--- src/hw/sse_pkg.sv ---
// constants and carriers for the subtract/swap/exchange execution unit
// assumes one core clock and a decode stage that presents whole instructions
package sse_pkg;

	// ----------------------------------------
	// opcodes and opcode masks
	// ----------------------------------------
	localparam logic [7:0] SUB_REG_PAT = 8'h98;
	localparam logic [7:0] REG_MASK = 8'hf8;
	localparam logic [7:0] SUB_DIR_OP = 8'h95;
	localparam logic [7:0] SUB_IND_PAT = 8'h96;
	localparam logic [7:0] IND_MASK = 8'hfe;
	localparam logic [7:0] SUB_IMM_OP = 8'h94;
	localparam logic [7:0] SWAP_OP = 8'hc4;
	localparam logic [7:0] XCH_REG_PAT = 8'hc8;
	localparam logic [7:0] XCH_DIR_OP = 8'hc5;
	localparam logic [7:0] XCH_IND_PAT = 8'hc6;

	// ----------------------------------------
	// field positions and sizes
	// ----------------------------------------
	localparam int RAM_DEPTH = 256;
	localparam int CARRY_BIT = 8;
	localparam int AUX_BIT = 4;
	localparam int SIGN_IN_BIT = 7;

	// ----------------------------------------
	// values after reset
	// ----------------------------------------
	localparam logic [7:0] ACC_RESET = 8'h00;
	localparam logic FLAG_RESET = 1'b0;

	// ----------------------------------------
	// types
	// ----------------------------------------
	typedef enum logic [1:0] {
		OP_NONE = 2'b00,
		OP_SUB = 2'b01,
		OP_SWAP = 2'b10,
		OP_XCH = 2'b11
	} sse_op_e;

	typedef enum logic [1:0] {
		SRC_REG = 2'b00,
		SRC_DIR = 2'b01,
		SRC_IND = 2'b10,
		SRC_IMM = 2'b11
	} sse_src_e;

	typedef struct packed {
		logic [7:0] opcode;
		logic [7:0] operand;
	} sse_instr_s;

	typedef struct packed {
		logic cy;
		logic ac;
		logic ov;
	} sse_flags_s;

endpackage

--- src/hw/sse_exec.sv ---
// execution unit for subtract with borrow, nibble swap and accumulator exchange
// assumes the decode stage presents one whole instruction per valid cycle
//
// Contract
// - subtract source operand and carry from accumulator, result back into accumulator
// - carry set on borrow out of bit 7, cleared otherwise
// - auxiliary carry set on borrow from bit 3, cleared otherwise
// - overflow is exclusive-or of borrows into bit 7 and out of bit 7
// - subtract source may be bank register, direct, indirect or immediate
// - opcode 1001 1rrr subtracts a bank register, one byte, one cycle
// - opcode 1001 0101 plus direct address subtracts direct byte, one cycle
// - immediate form subtracts carry and the instruction's data byte
// - nibble swap exchanges accumulator halves, flags untouched
// - opcode 1100 0100 is nibble swap, one byte, one cycle
// - exchange loads accumulator from byte and writes old accumulator there together
// - exchange operand may be bank register, direct or indirect
// - direct exchange is opcode plus address byte, executes in one cycle
`timescale 1ns/1ps
module sse_exec (
	// clock and reset
	input wire logic clk,
	input wire logic rstn,
	// instruction from decode
	input wire logic instrValid,
	input wire sse_pkg::sse_instr_s instr,
	input wire logic [1:0] bankSel,
	// ram preload and inspection
	input wire logic hostWrEn,
	input wire logic [7:0] hostAddr,
	input wire logic [7:0] hostWrData,
	output logic [7:0] hostRdData,
	// accumulator and carry preload
	input wire logic accLoad,
	input wire logic [7:0] accLoadData,
	input wire logic carryLoad,
	input wire logic carryLoadData,
	// architectural state and status
	output logic [7:0] acc,
	output sse_pkg::sse_flags_s flags,
	output logic done,
	output logic illegal
);

	// ----------------------------------------
	// storage
	// ----------------------------------------
	logic [7:0] ram [0:sse_pkg::RAM_DEPTH-1];
	logic [7:0] accQ, accD;
	sse_pkg::sse_flags_s flagsQ, flagsD;
	logic doneQ, doneD;
	logic illegalQ, illegalD;
	logic [7:0] hostRdQ, hostRdD;

	// ----------------------------------------
	// decode
	// ----------------------------------------
	sse_pkg::sse_op_e op;
	sse_pkg::sse_src_e src;
	logic known;

	always_comb begin
		op = sse_pkg::OP_NONE;
		src = sse_pkg::SRC_REG;
		known = 1'b1;
		if ((instr.opcode & sse_pkg::REG_MASK) == sse_pkg::SUB_REG_PAT) begin
			op = sse_pkg::OP_SUB;
			src = sse_pkg::SRC_REG;
		end else if (instr.opcode == sse_pkg::SUB_DIR_OP) begin
			op = sse_pkg::OP_SUB;
			src = sse_pkg::SRC_DIR;
		end else if ((instr.opcode & sse_pkg::IND_MASK) == sse_pkg::SUB_IND_PAT) begin
			op = sse_pkg::OP_SUB;
			src = sse_pkg::SRC_IND;
		end else if (instr.opcode == sse_pkg::SUB_IMM_OP) begin
			op = sse_pkg::OP_SUB;
			src = sse_pkg::SRC_IMM;
		end else if (instr.opcode == sse_pkg::SWAP_OP) begin
			op = sse_pkg::OP_SWAP;
		end else if ((instr.opcode & sse_pkg::REG_MASK) == sse_pkg::XCH_REG_PAT) begin
			op = sse_pkg::OP_XCH;
			src = sse_pkg::SRC_REG;
		end else if (instr.opcode == sse_pkg::XCH_DIR_OP) begin
			op = sse_pkg::OP_XCH;
			src = sse_pkg::SRC_DIR;
		end else if ((instr.opcode & sse_pkg::IND_MASK) == sse_pkg::XCH_IND_PAT) begin
			op = sse_pkg::OP_XCH;
			src = sse_pkg::SRC_IND;
		end else begin
			known = 1'b0;
		end
	end

	// ----------------------------------------
	// operand fetch
	// ----------------------------------------
	// register banks sit at the bottom of ram, eight bytes per bank
	logic [7:0] regAddr, ptrAddr, operAddr, srcByte;

	assign regAddr = {3'b000, bankSel, instr.opcode[2:0]};
	assign ptrAddr = {3'b000, bankSel, 2'b00, instr.opcode[0]};

	always_comb begin
		case (src)
			sse_pkg::SRC_REG: operAddr = regAddr;
			sse_pkg::SRC_DIR: operAddr = instr.operand;
			sse_pkg::SRC_IND: operAddr = ram[ptrAddr];
			default: operAddr = 8'h00;
		endcase
		srcByte = (src == sse_pkg::SRC_IMM) ? instr.operand : ram[operAddr];
	end

	// ----------------------------------------
	// arithmetic
	// ----------------------------------------
	// three narrow subtractions expose borrows at bits 3, 6 and 7 directly
	logic [8:0] diff9;
	logic [4:0] diff4;
	logic [7:0] diff7;

	always_comb begin
		diff9 = {1'b0, accQ} - {1'b0, srcByte} - {8'h00, flagsQ.cy};
		diff4 = {1'b0, accQ[3:0]} - {1'b0, srcByte[3:0]} - {4'h0, flagsQ.cy};
		diff7 = {1'b0, accQ[6:0]} - {1'b0, srcByte[6:0]} - {7'h00, flagsQ.cy};
	end

	// ----------------------------------------
	// next state
	// ----------------------------------------
	logic memWe;
	logic [7:0] memAddr, memData;

	always_comb begin
		accD = accQ;
		flagsD = flagsQ;
		doneD = 1'b0;
		illegalD = 1'b0;
		memWe = 1'b0;
		memAddr = hostAddr;
		memData = hostWrData;
		hostRdD = ram[hostAddr];
		if (instrValid) begin
			doneD = known;
			illegalD = ~known;
			case (op)
				sse_pkg::OP_SUB: begin
					accD = diff9[7:0];
					flagsD.cy = diff9[sse_pkg::CARRY_BIT];
					flagsD.ac = diff4[sse_pkg::AUX_BIT];
					flagsD.ov = diff7[sse_pkg::SIGN_IN_BIT] ^ diff9[sse_pkg::CARRY_BIT];
				end
				sse_pkg::OP_SWAP: begin
					accD = {accQ[3:0], accQ[7:4]};
				end
				sse_pkg::OP_XCH: begin
					accD = srcByte;
					memWe = 1'b1;
					memAddr = operAddr;
					memData = accQ;
				end
				default: begin
					accD = accQ;
				end
			endcase
		end else begin
			// preloads only act between instructions, execution always wins
			memWe = hostWrEn;
			if (accLoad) begin
				accD = accLoadData;
			end
			if (carryLoad) begin
				flagsD.cy = carryLoadData;
			end
		end
	end

	// ----------------------------------------
	// registers
	// ----------------------------------------
	always_ff @(posedge clk) begin
		if (!rstn) begin
			accQ <= sse_pkg::ACC_RESET;
			flagsQ <= '{cy: sse_pkg::FLAG_RESET, ac: sse_pkg::FLAG_RESET, ov: sse_pkg::FLAG_RESET};
			doneQ <= 1'b0;
			illegalQ <= 1'b0;
			hostRdQ <= 8'h00;
		end else begin
			accQ <= accD;
			flagsQ <= flagsD;
			doneQ <= doneD;
			illegalQ <= illegalD;
			hostRdQ <= hostRdD;
		end
	end

	// ram holds no reset; contents are defined only once written
	always_ff @(posedge clk) begin
		if (memWe) begin
			ram[memAddr] <= memData;
		end
	end

	assign acc = accQ;
	assign flags = flagsQ;
	assign done = doneQ;
	assign illegal = illegalQ;
	assign hostRdData = hostRdQ;

	logic isSub, isSwap, isXch;
	assign isSub = instrValid && op == sse_pkg::OP_SUB;
	assign isSwap = instrValid && op == sse_pkg::OP_SWAP;
	assign isXch = instrValid && op == sse_pkg::OP_XCH;
endmodule

--- config.mk ---
export PLATFORM = sky130hd
export DESIGN_NAME = sse_exec
export DESIGN_NICKNAME = d
export VERILOG_FILES = /design/src/hw/sse_pkg.sv /design/src/hw/sse_exec.sv
export SDC_FILE = /design/constraint.sdc
export NUM_CORES = 2
export LEC_CHECK = 0
export BUFFER_PORTS_ARGS = -buffer_cell sky130_fd_sc_hd__clkbuf_2
export CORE_MARGIN = 4
export CORE_UTILIZATION = 44
export DETAILED_ROUTE_END_ITERATION = 8
export PLACE_DENSITY = 0.65
export REMOVE_ABC_BUFFERS = 1
export SETUP_SLACK_MARGIN = 0.2
export SLEW_MARGIN = 20
export SYNTH_ARGS = -nofsm -noshare
export SYNTH_HDL_FRONTEND = slang
export SYNTH_SLANG_ARGS = --single-unit
--- constraint.sdc ---
create_clock -name clk -period 19 [get_ports clk]
set_clock_uncertainty 0.15 [all_clocks]
set_input_delay 0.95 -clock clk [delete_from_list [all_inputs] [get_ports clk]]
set_output_delay 0.95 -clock clk [all_outputs]
set_load 0.01 [all_outputs]
Word-level counts from Yosys, hierarchy flattened
Memories as Yosys holds them, arrays and structs flattened. A register that Yosys moved wholly into a read port is not among the register bits.
Index checks and enable logic that the tools add are counted.

word-level totals
  register bits after elaboration = 13
  RAM bits = 2048
  output and inout port bits = 21
  word-level logic and storage cells = 79
  input port bits = 49
  memories = 1

cells by class
  bitwise logic cells = 2
  muxes and demuxes = 40
  reduce and logical (&&, ||, !) cells = 8
  add/subtract/negate cells = 6
  equality and inequality tests = 16

memory list
  name  words  bits a word  rd ports  clocked after Yosys merged registers in  wr ports  line            RTL
  ram   256    8            3         1                                        1         sse_exec.sv:47  logic [7:0] ram [0:sse_pkg::RAM_DEPTH-1];

operators by type and width
  kind                                                                    count
  8-bit two-way mux                                                       7
  8-bit one-hot mux with 3 select lines                                   2
  8-bit equality test (second input constant)                             4
  2-bit two-way mux                                                       16
  7-bit equality test (second input constant)                             2
  1-bit two-way mux                                                       14
  5-bit equality test (second input constant)                             2
  8-bit by 8-bit subtractor with 9-bit output                             1
  9-bit by 1-bit subtractor with 9-bit output                             1
  2-bit equality test (second input constant)                             4
  2-bit AND reduction                                                     4
  7-bit by 7-bit subtractor with 8-bit output                             1
  8-bit by 1-bit subtractor with 8-bit output                             1
  4-bit by 4-bit subtractor with 5-bit output                             1
  5-bit by 1-bit subtractor with 5-bit output                             1
  2-bit by 1-bit equality test with 1-bit output (second input constant)  2
  4-bit by 1-bit != test with 1-bit output (second input constant)        1
  2-bit nonzero test                                                      2
  3-bit two-way mux                                                       1
  2-bit logical NOT                                                       1
  2-bit by 1-bit != test with 1-bit output (second input constant)        1
  1-bit logical NOT                                                       1
  1-bit NOT                                                               1
  1-bit XOR                                                               1

Depth between registers and ports, before layout
An unclocked memory read counts as a cell.

  depth in word-level cells = 18
  gate-level depth with buffers = 32
  mapped depth without buffers = 25

Least setup slack after synthesis
OpenSTA, ideal clock, no wires.

  kind = input -> register
  from = input instr[8] (netlist bit)
  to = memory ram[0][0], data pin
  stages = 12
  arrival = 12.802 ns
  data required time = 16.662 ns
  path buffers = 5
  slack = 3.860 ns
  library setup time = 2.188 ns
  path through = clkbuf_1 -> buf_2 -> or3_1 -> a21oi_1 -> or2_2 -> inv_1 -> ha_1 -> nand2_1 -> clkbuf_1 -> clkbuf_1 -> clkbuf_1 -> o21ai_0

between the ends
  longest elaborated chain between the ends = 11
  elaborated cells between the ends (all ways) = 14
  those cells by class = eq/ne (5); mux (9)

RTL lines
  what                   line             RTL
  start: declaration     sse_exec.sv:25   input wire sse_pkg::sse_instr_s instr,
  8-bit equality test    sse_exec.sv:82   end else if (instr.opcode == sse_pkg::XCH_DIR_OP) begin
  2-bit two-way mux      sse_exec.sv:82
  2-bit two-way mux      sse_exec.sv:79   end else if ((instr.opcode & sse_pkg::REG_MASK) == sse_pkg::XCH_REG_PAT) begin
  2-bit two-way mux      sse_exec.sv:77   end else if (instr.opcode == sse_pkg::SWAP_OP) begin
  2-bit two-way mux      sse_exec.sv:74   end else if (instr.opcode == sse_pkg::SUB_IMM_OP) begin
  2-bit two-way mux      sse_exec.sv:71   end else if ((instr.opcode & sse_pkg::IND_MASK) == sse_pkg::SUB_IND_PAT) begin
  2-bit two-way mux *    sse_exec.sv:68   end else if (instr.opcode == sse_pkg::SUB_DIR_OP) begin
  2-bit two-way mux *    sse_exec.sv:65   if ((instr.opcode & sse_pkg::REG_MASK) == sse_pkg::SUB_REG_PAT) begin
  2-bit equality test *  sse_exec.sv:144  case (op)
  8-bit two-way mux *    sse_exec.sv:144
  8-bit two-way mux *    sse_exec.sv:141  if (instrValid) begin
  net memData[0]         sse_exec.sv:130  logic [7:0] memAddr, memData;
  end: declaration       sse_exec.sv:47

Mark *: on every way through the listed nets, which the timed path passes. The rest lies on a longest branch.

Worst setup path after layout
  from = input instr[10] (netlist bit)
  to = register accQ[7], in the netlist acc[7]

between the ends
  longest elaborated chain between the ends = 17
  elaborated cells between the ends (all ways) = 38
  those cells by class = add/sub (2); eq/ne (13); mux (20); reduce/logical (2); memory (1)

RTL lines
  what                                         line             RTL
  7-bit equality test                          sse_exec.sv:85   end else if ((instr.opcode & sse_pkg::IND_MASK) == sse_pkg::XCH_IND_PAT) begin
  2-bit two-way mux                            sse_exec.sv:85
  2-bit two-way mux                            sse_exec.sv:82
  2-bit two-way mux                            sse_exec.sv:79
  2-bit two-way mux                            sse_exec.sv:77
  2-bit two-way mux                            sse_exec.sv:74
  2-bit two-way mux                            sse_exec.sv:71
  2-bit two-way mux                            sse_exec.sv:68
  2-bit two-way mux                            sse_exec.sv:65
  2-bit equality test (tied with other cells)  sse_exec.sv:103  case (src)
  8-bit one-hot mux with 3 select lines        sse_exec.sv:103
  memory 256 x 8 bit                           -
  8-bit two-way mux                            sse_exec.sv:109  srcByte = (src == sse_pkg::SRC_IMM) ? instr.operand : ram[operAddr];
  8-bit by 8-bit subtractor with 9-bit output  sse_exec.sv:121  diff9 = {1'b0, accQ} - {1'b0, srcByte} - {8'h00, flagsQ.cy};
  9-bit by 1-bit subtractor with 9-bit output  sse_exec.sv:121
  8-bit one-hot mux with 3 select lines        sse_exec.sv:144
  8-bit two-way mux                            sse_exec.sv:141
  end signal: assignment                       sse_exec.sv:181  accQ <= sse_pkg::ACC_RESET;
  end: declaration                             sse_exec.sv:48   logic [7:0] accQ, accD;

Several ways; a longest one is shown, not always the timed one.
A chain may end at the register's enable or synchronous reset.

==> reports/results.tsv <==
metric	value	unit
die_x	485	um
worst_slew_pin_slew	1.33	ns
postLayoutCellArea	111000	um^2
grt_use_total	30.3	%
syn_avg_cell_area	15.4	um^2
period_minus_slack	9.93	ns
critPathMaxStageDelay	0.98	ns
final_cell_mix	edfxtp_1, nand2_1, mux4_2	
rows	174	
ys_ff_latch	2069	
routed_wl	363000	um
p_total	0.0104	W
report.final.setup_viol	0	
cts_tree	done	
layout.nets	6522	
crit_top_cell	buf_4	
die_h	485	um
port_buffers	69	
ys_async_sr_fraction	0	%
synth_edf_count	2048	
clockBufferDepth	3	
dr.first_iter.drc_count	12300	
cts_buffers	214	
initial_core_util	44.4	%
grt_start_max_net_pins	131	
drive_gt1_share	23.5	%
place_congestion	0.967	
cp_max_fo	123	
area_growth	10.6	%
wl_per_cell	37.7	um
path_clk_slew	0.06	ns
critPathLaunchType	primary input	
slowest_stage	o311ai_0	
syn_area	100000	um^2
coreArea	226000	um^2
grt_overflow_total	0	
drt-pass1-iter-count	9	
seq_area_frac_synth	61.9	%
yosysTopAreaCellShare	61.4	%
fillers	18800	
cts-resized-gates	0	
dieArea	235000	um^2
hpwl	232000	um
io_pins	70	
outcome	completed	
viasPerCell	7.10	
htreeDepth	4	
hold_violations	0	
drv_cap	0	
drv_slew	0	
vias	68500	
yosysWarnings	0	
grt_pass1_vias	65200	
final_common_cell	edfxtp_1	
cts_setup_buffers	0	
ys_top_cells_by_area	edfxtp_1, mux4_2, nand2_1	
synth_cell_types	88	
leakagePower	35.4	nW
placed_area	104000	um^2
drcViolationCount	0	
grt_pass1_wl	506000	um
rsz0062_at_grt	false	
cts-root-buf	clkbuf_16	
end_kind	flip-flop	
powerDensity	94.1	nW/um^2
required	19.67	ns
cts.hold.buffers_added	0	
hp-class	in2reg	
clkSinkCount	2069	
clk_latency	0.88	ns
antenna_found_initial	33	
ant_nets	0	
critical_path_class	in2reg	
synth_ff_type	edfxtp_1	
final_core_util	49.1	%
fin_crit_sh	52.3	%
relSlewSlack	11.6	%
vdd.ir_drop.worst	0.0944	mV
crit_arrival	10.60	ns
syn_inst	6513	
fmax	0.101	GHz
yosys.area.top_type	edfxtp_1	
[registers in the layout, indices dropped and copies added (netlist names)]
| name | cells |
|---|---|
| acc | 8 |
| done | 1 |
| flags | 3 |
| hostRdData | 8 |
| illegal | 1 |
| ram | 2048 |
[layer usage]
layer,share of wire [%],vias to the layer above,global-route usage (%)
met5,0.032,-,0.0408
met4,7.2,20,18.6
met3,15,1264,11.1
met2,43,6095,43.2
met1,35,35000,39.4
li1,-,26200,-
[worst max-delay path, delay by kind of cell]
kind | cells | cell delay (ns)
adders and majority gates | 2 | 0.67
buffers and inverters | 7 | 3.29
AOI/OAI and AO/OA | 15 | 3.66
xor gates and xnor gates | 1 | 0.17
and+or+nand+nor | 4 | 1.48
[metrics by stage]
stage,std cells,TNS [ns],setup WS [ns],hold WS (ns)
floorplan,5975,-2510.93,-7.77,0.389
global placement,9228,0,8.82,0.368
detailed placement,9228,0,8.69,0.368
CTS,9622,0,9.59,0.222
global route,9628,0,8.90,0.254
finish,9654,0,9.07,0.263
[worst paths after layout]
path                       start       end  slack, ns  depth (start not counted)
setup reg to reg       ram[0][0]    acc[7]       9.42                         27
hold / removal    accLoadData[6]    acc[6]       0.26                          3
setup / recovery       instr[10]    acc[7]       9.07                         29
hold reg to reg         flags[1]  flags[1]       0.40                          1
[layout make-up]
type | instances | area (um^2) | area share, %
tap | 2992 | 3740 | 3.38
clock buffer | 267 | 5700 | 5.15
clock inverter | 127 | 1190 | 1.07
antenna | 30 | 75.1 | 0.0678
inverter | 49 | 184 | 0.166
sequential | 2069 | 61900 | 55.9
timing repair buffer | 263 | 1990 | 1.80
multi-input combinational | 3857 | 35900 | 32.5
[where the power goes]
| part | switching (W) | total (W) | internal (W) |
|---|---|---|---|
| Sequential | 0.00000776 | 0.00503 | 0.00503 |
| Clock | 0.00182 | 0.00420 | 0.00238 |
| Combinational | 0.000792 | 0.00119 | 0.000397 |
| Total | 0.00262 | 0.0104 | 0.00780 |
[kinds of logic (layout without fill, tap and decap cells)]
group,count (synthesis),count (layout),synth area share [%]
DFF,2069,2069,61.9
and+or+nand+nor,2029,2029,8.70
muxes,1027,1027,20.9
AOI/OAI and AO/OA,770,770,5.48
buffers and inverters,587,706,2.68
adders and majority gates,19,19,0.253
xor gates and xnor gates,12,12,0.105
other,0,30,0
[Yosys cell counts (all sizes together) (8+ instances only)]
cell type / number
a32o: 41
a31oi: 60
a311oi: 35
a41oi: 9
o221ai: 21
a32oi: 39
o31ai: 14
nor4: 10
o22ai: 31
nand3: 372
clkbuf: 252
dfxtp: 21
a211oi: 29
a21o: 8
nor3: 26
o211ai: 38
nor2b: 10
a22oi: 69
nor2: 306
edfxtp: 2048
mux4: 848
inv: 48
a221o: 11
nand4: 64
buf: 286
a21oi: 182
a221oi: 27
mux2: 40
a22o: 10
xnor2: 10
o211a: 12
and3: 65
nand3b: 9
ha: 17
and2: 18
nand2: 1112
nand2b: 13
o21ai: 73
mux2i: 139
No activity file was read; power rests on OpenSTA's default activity.
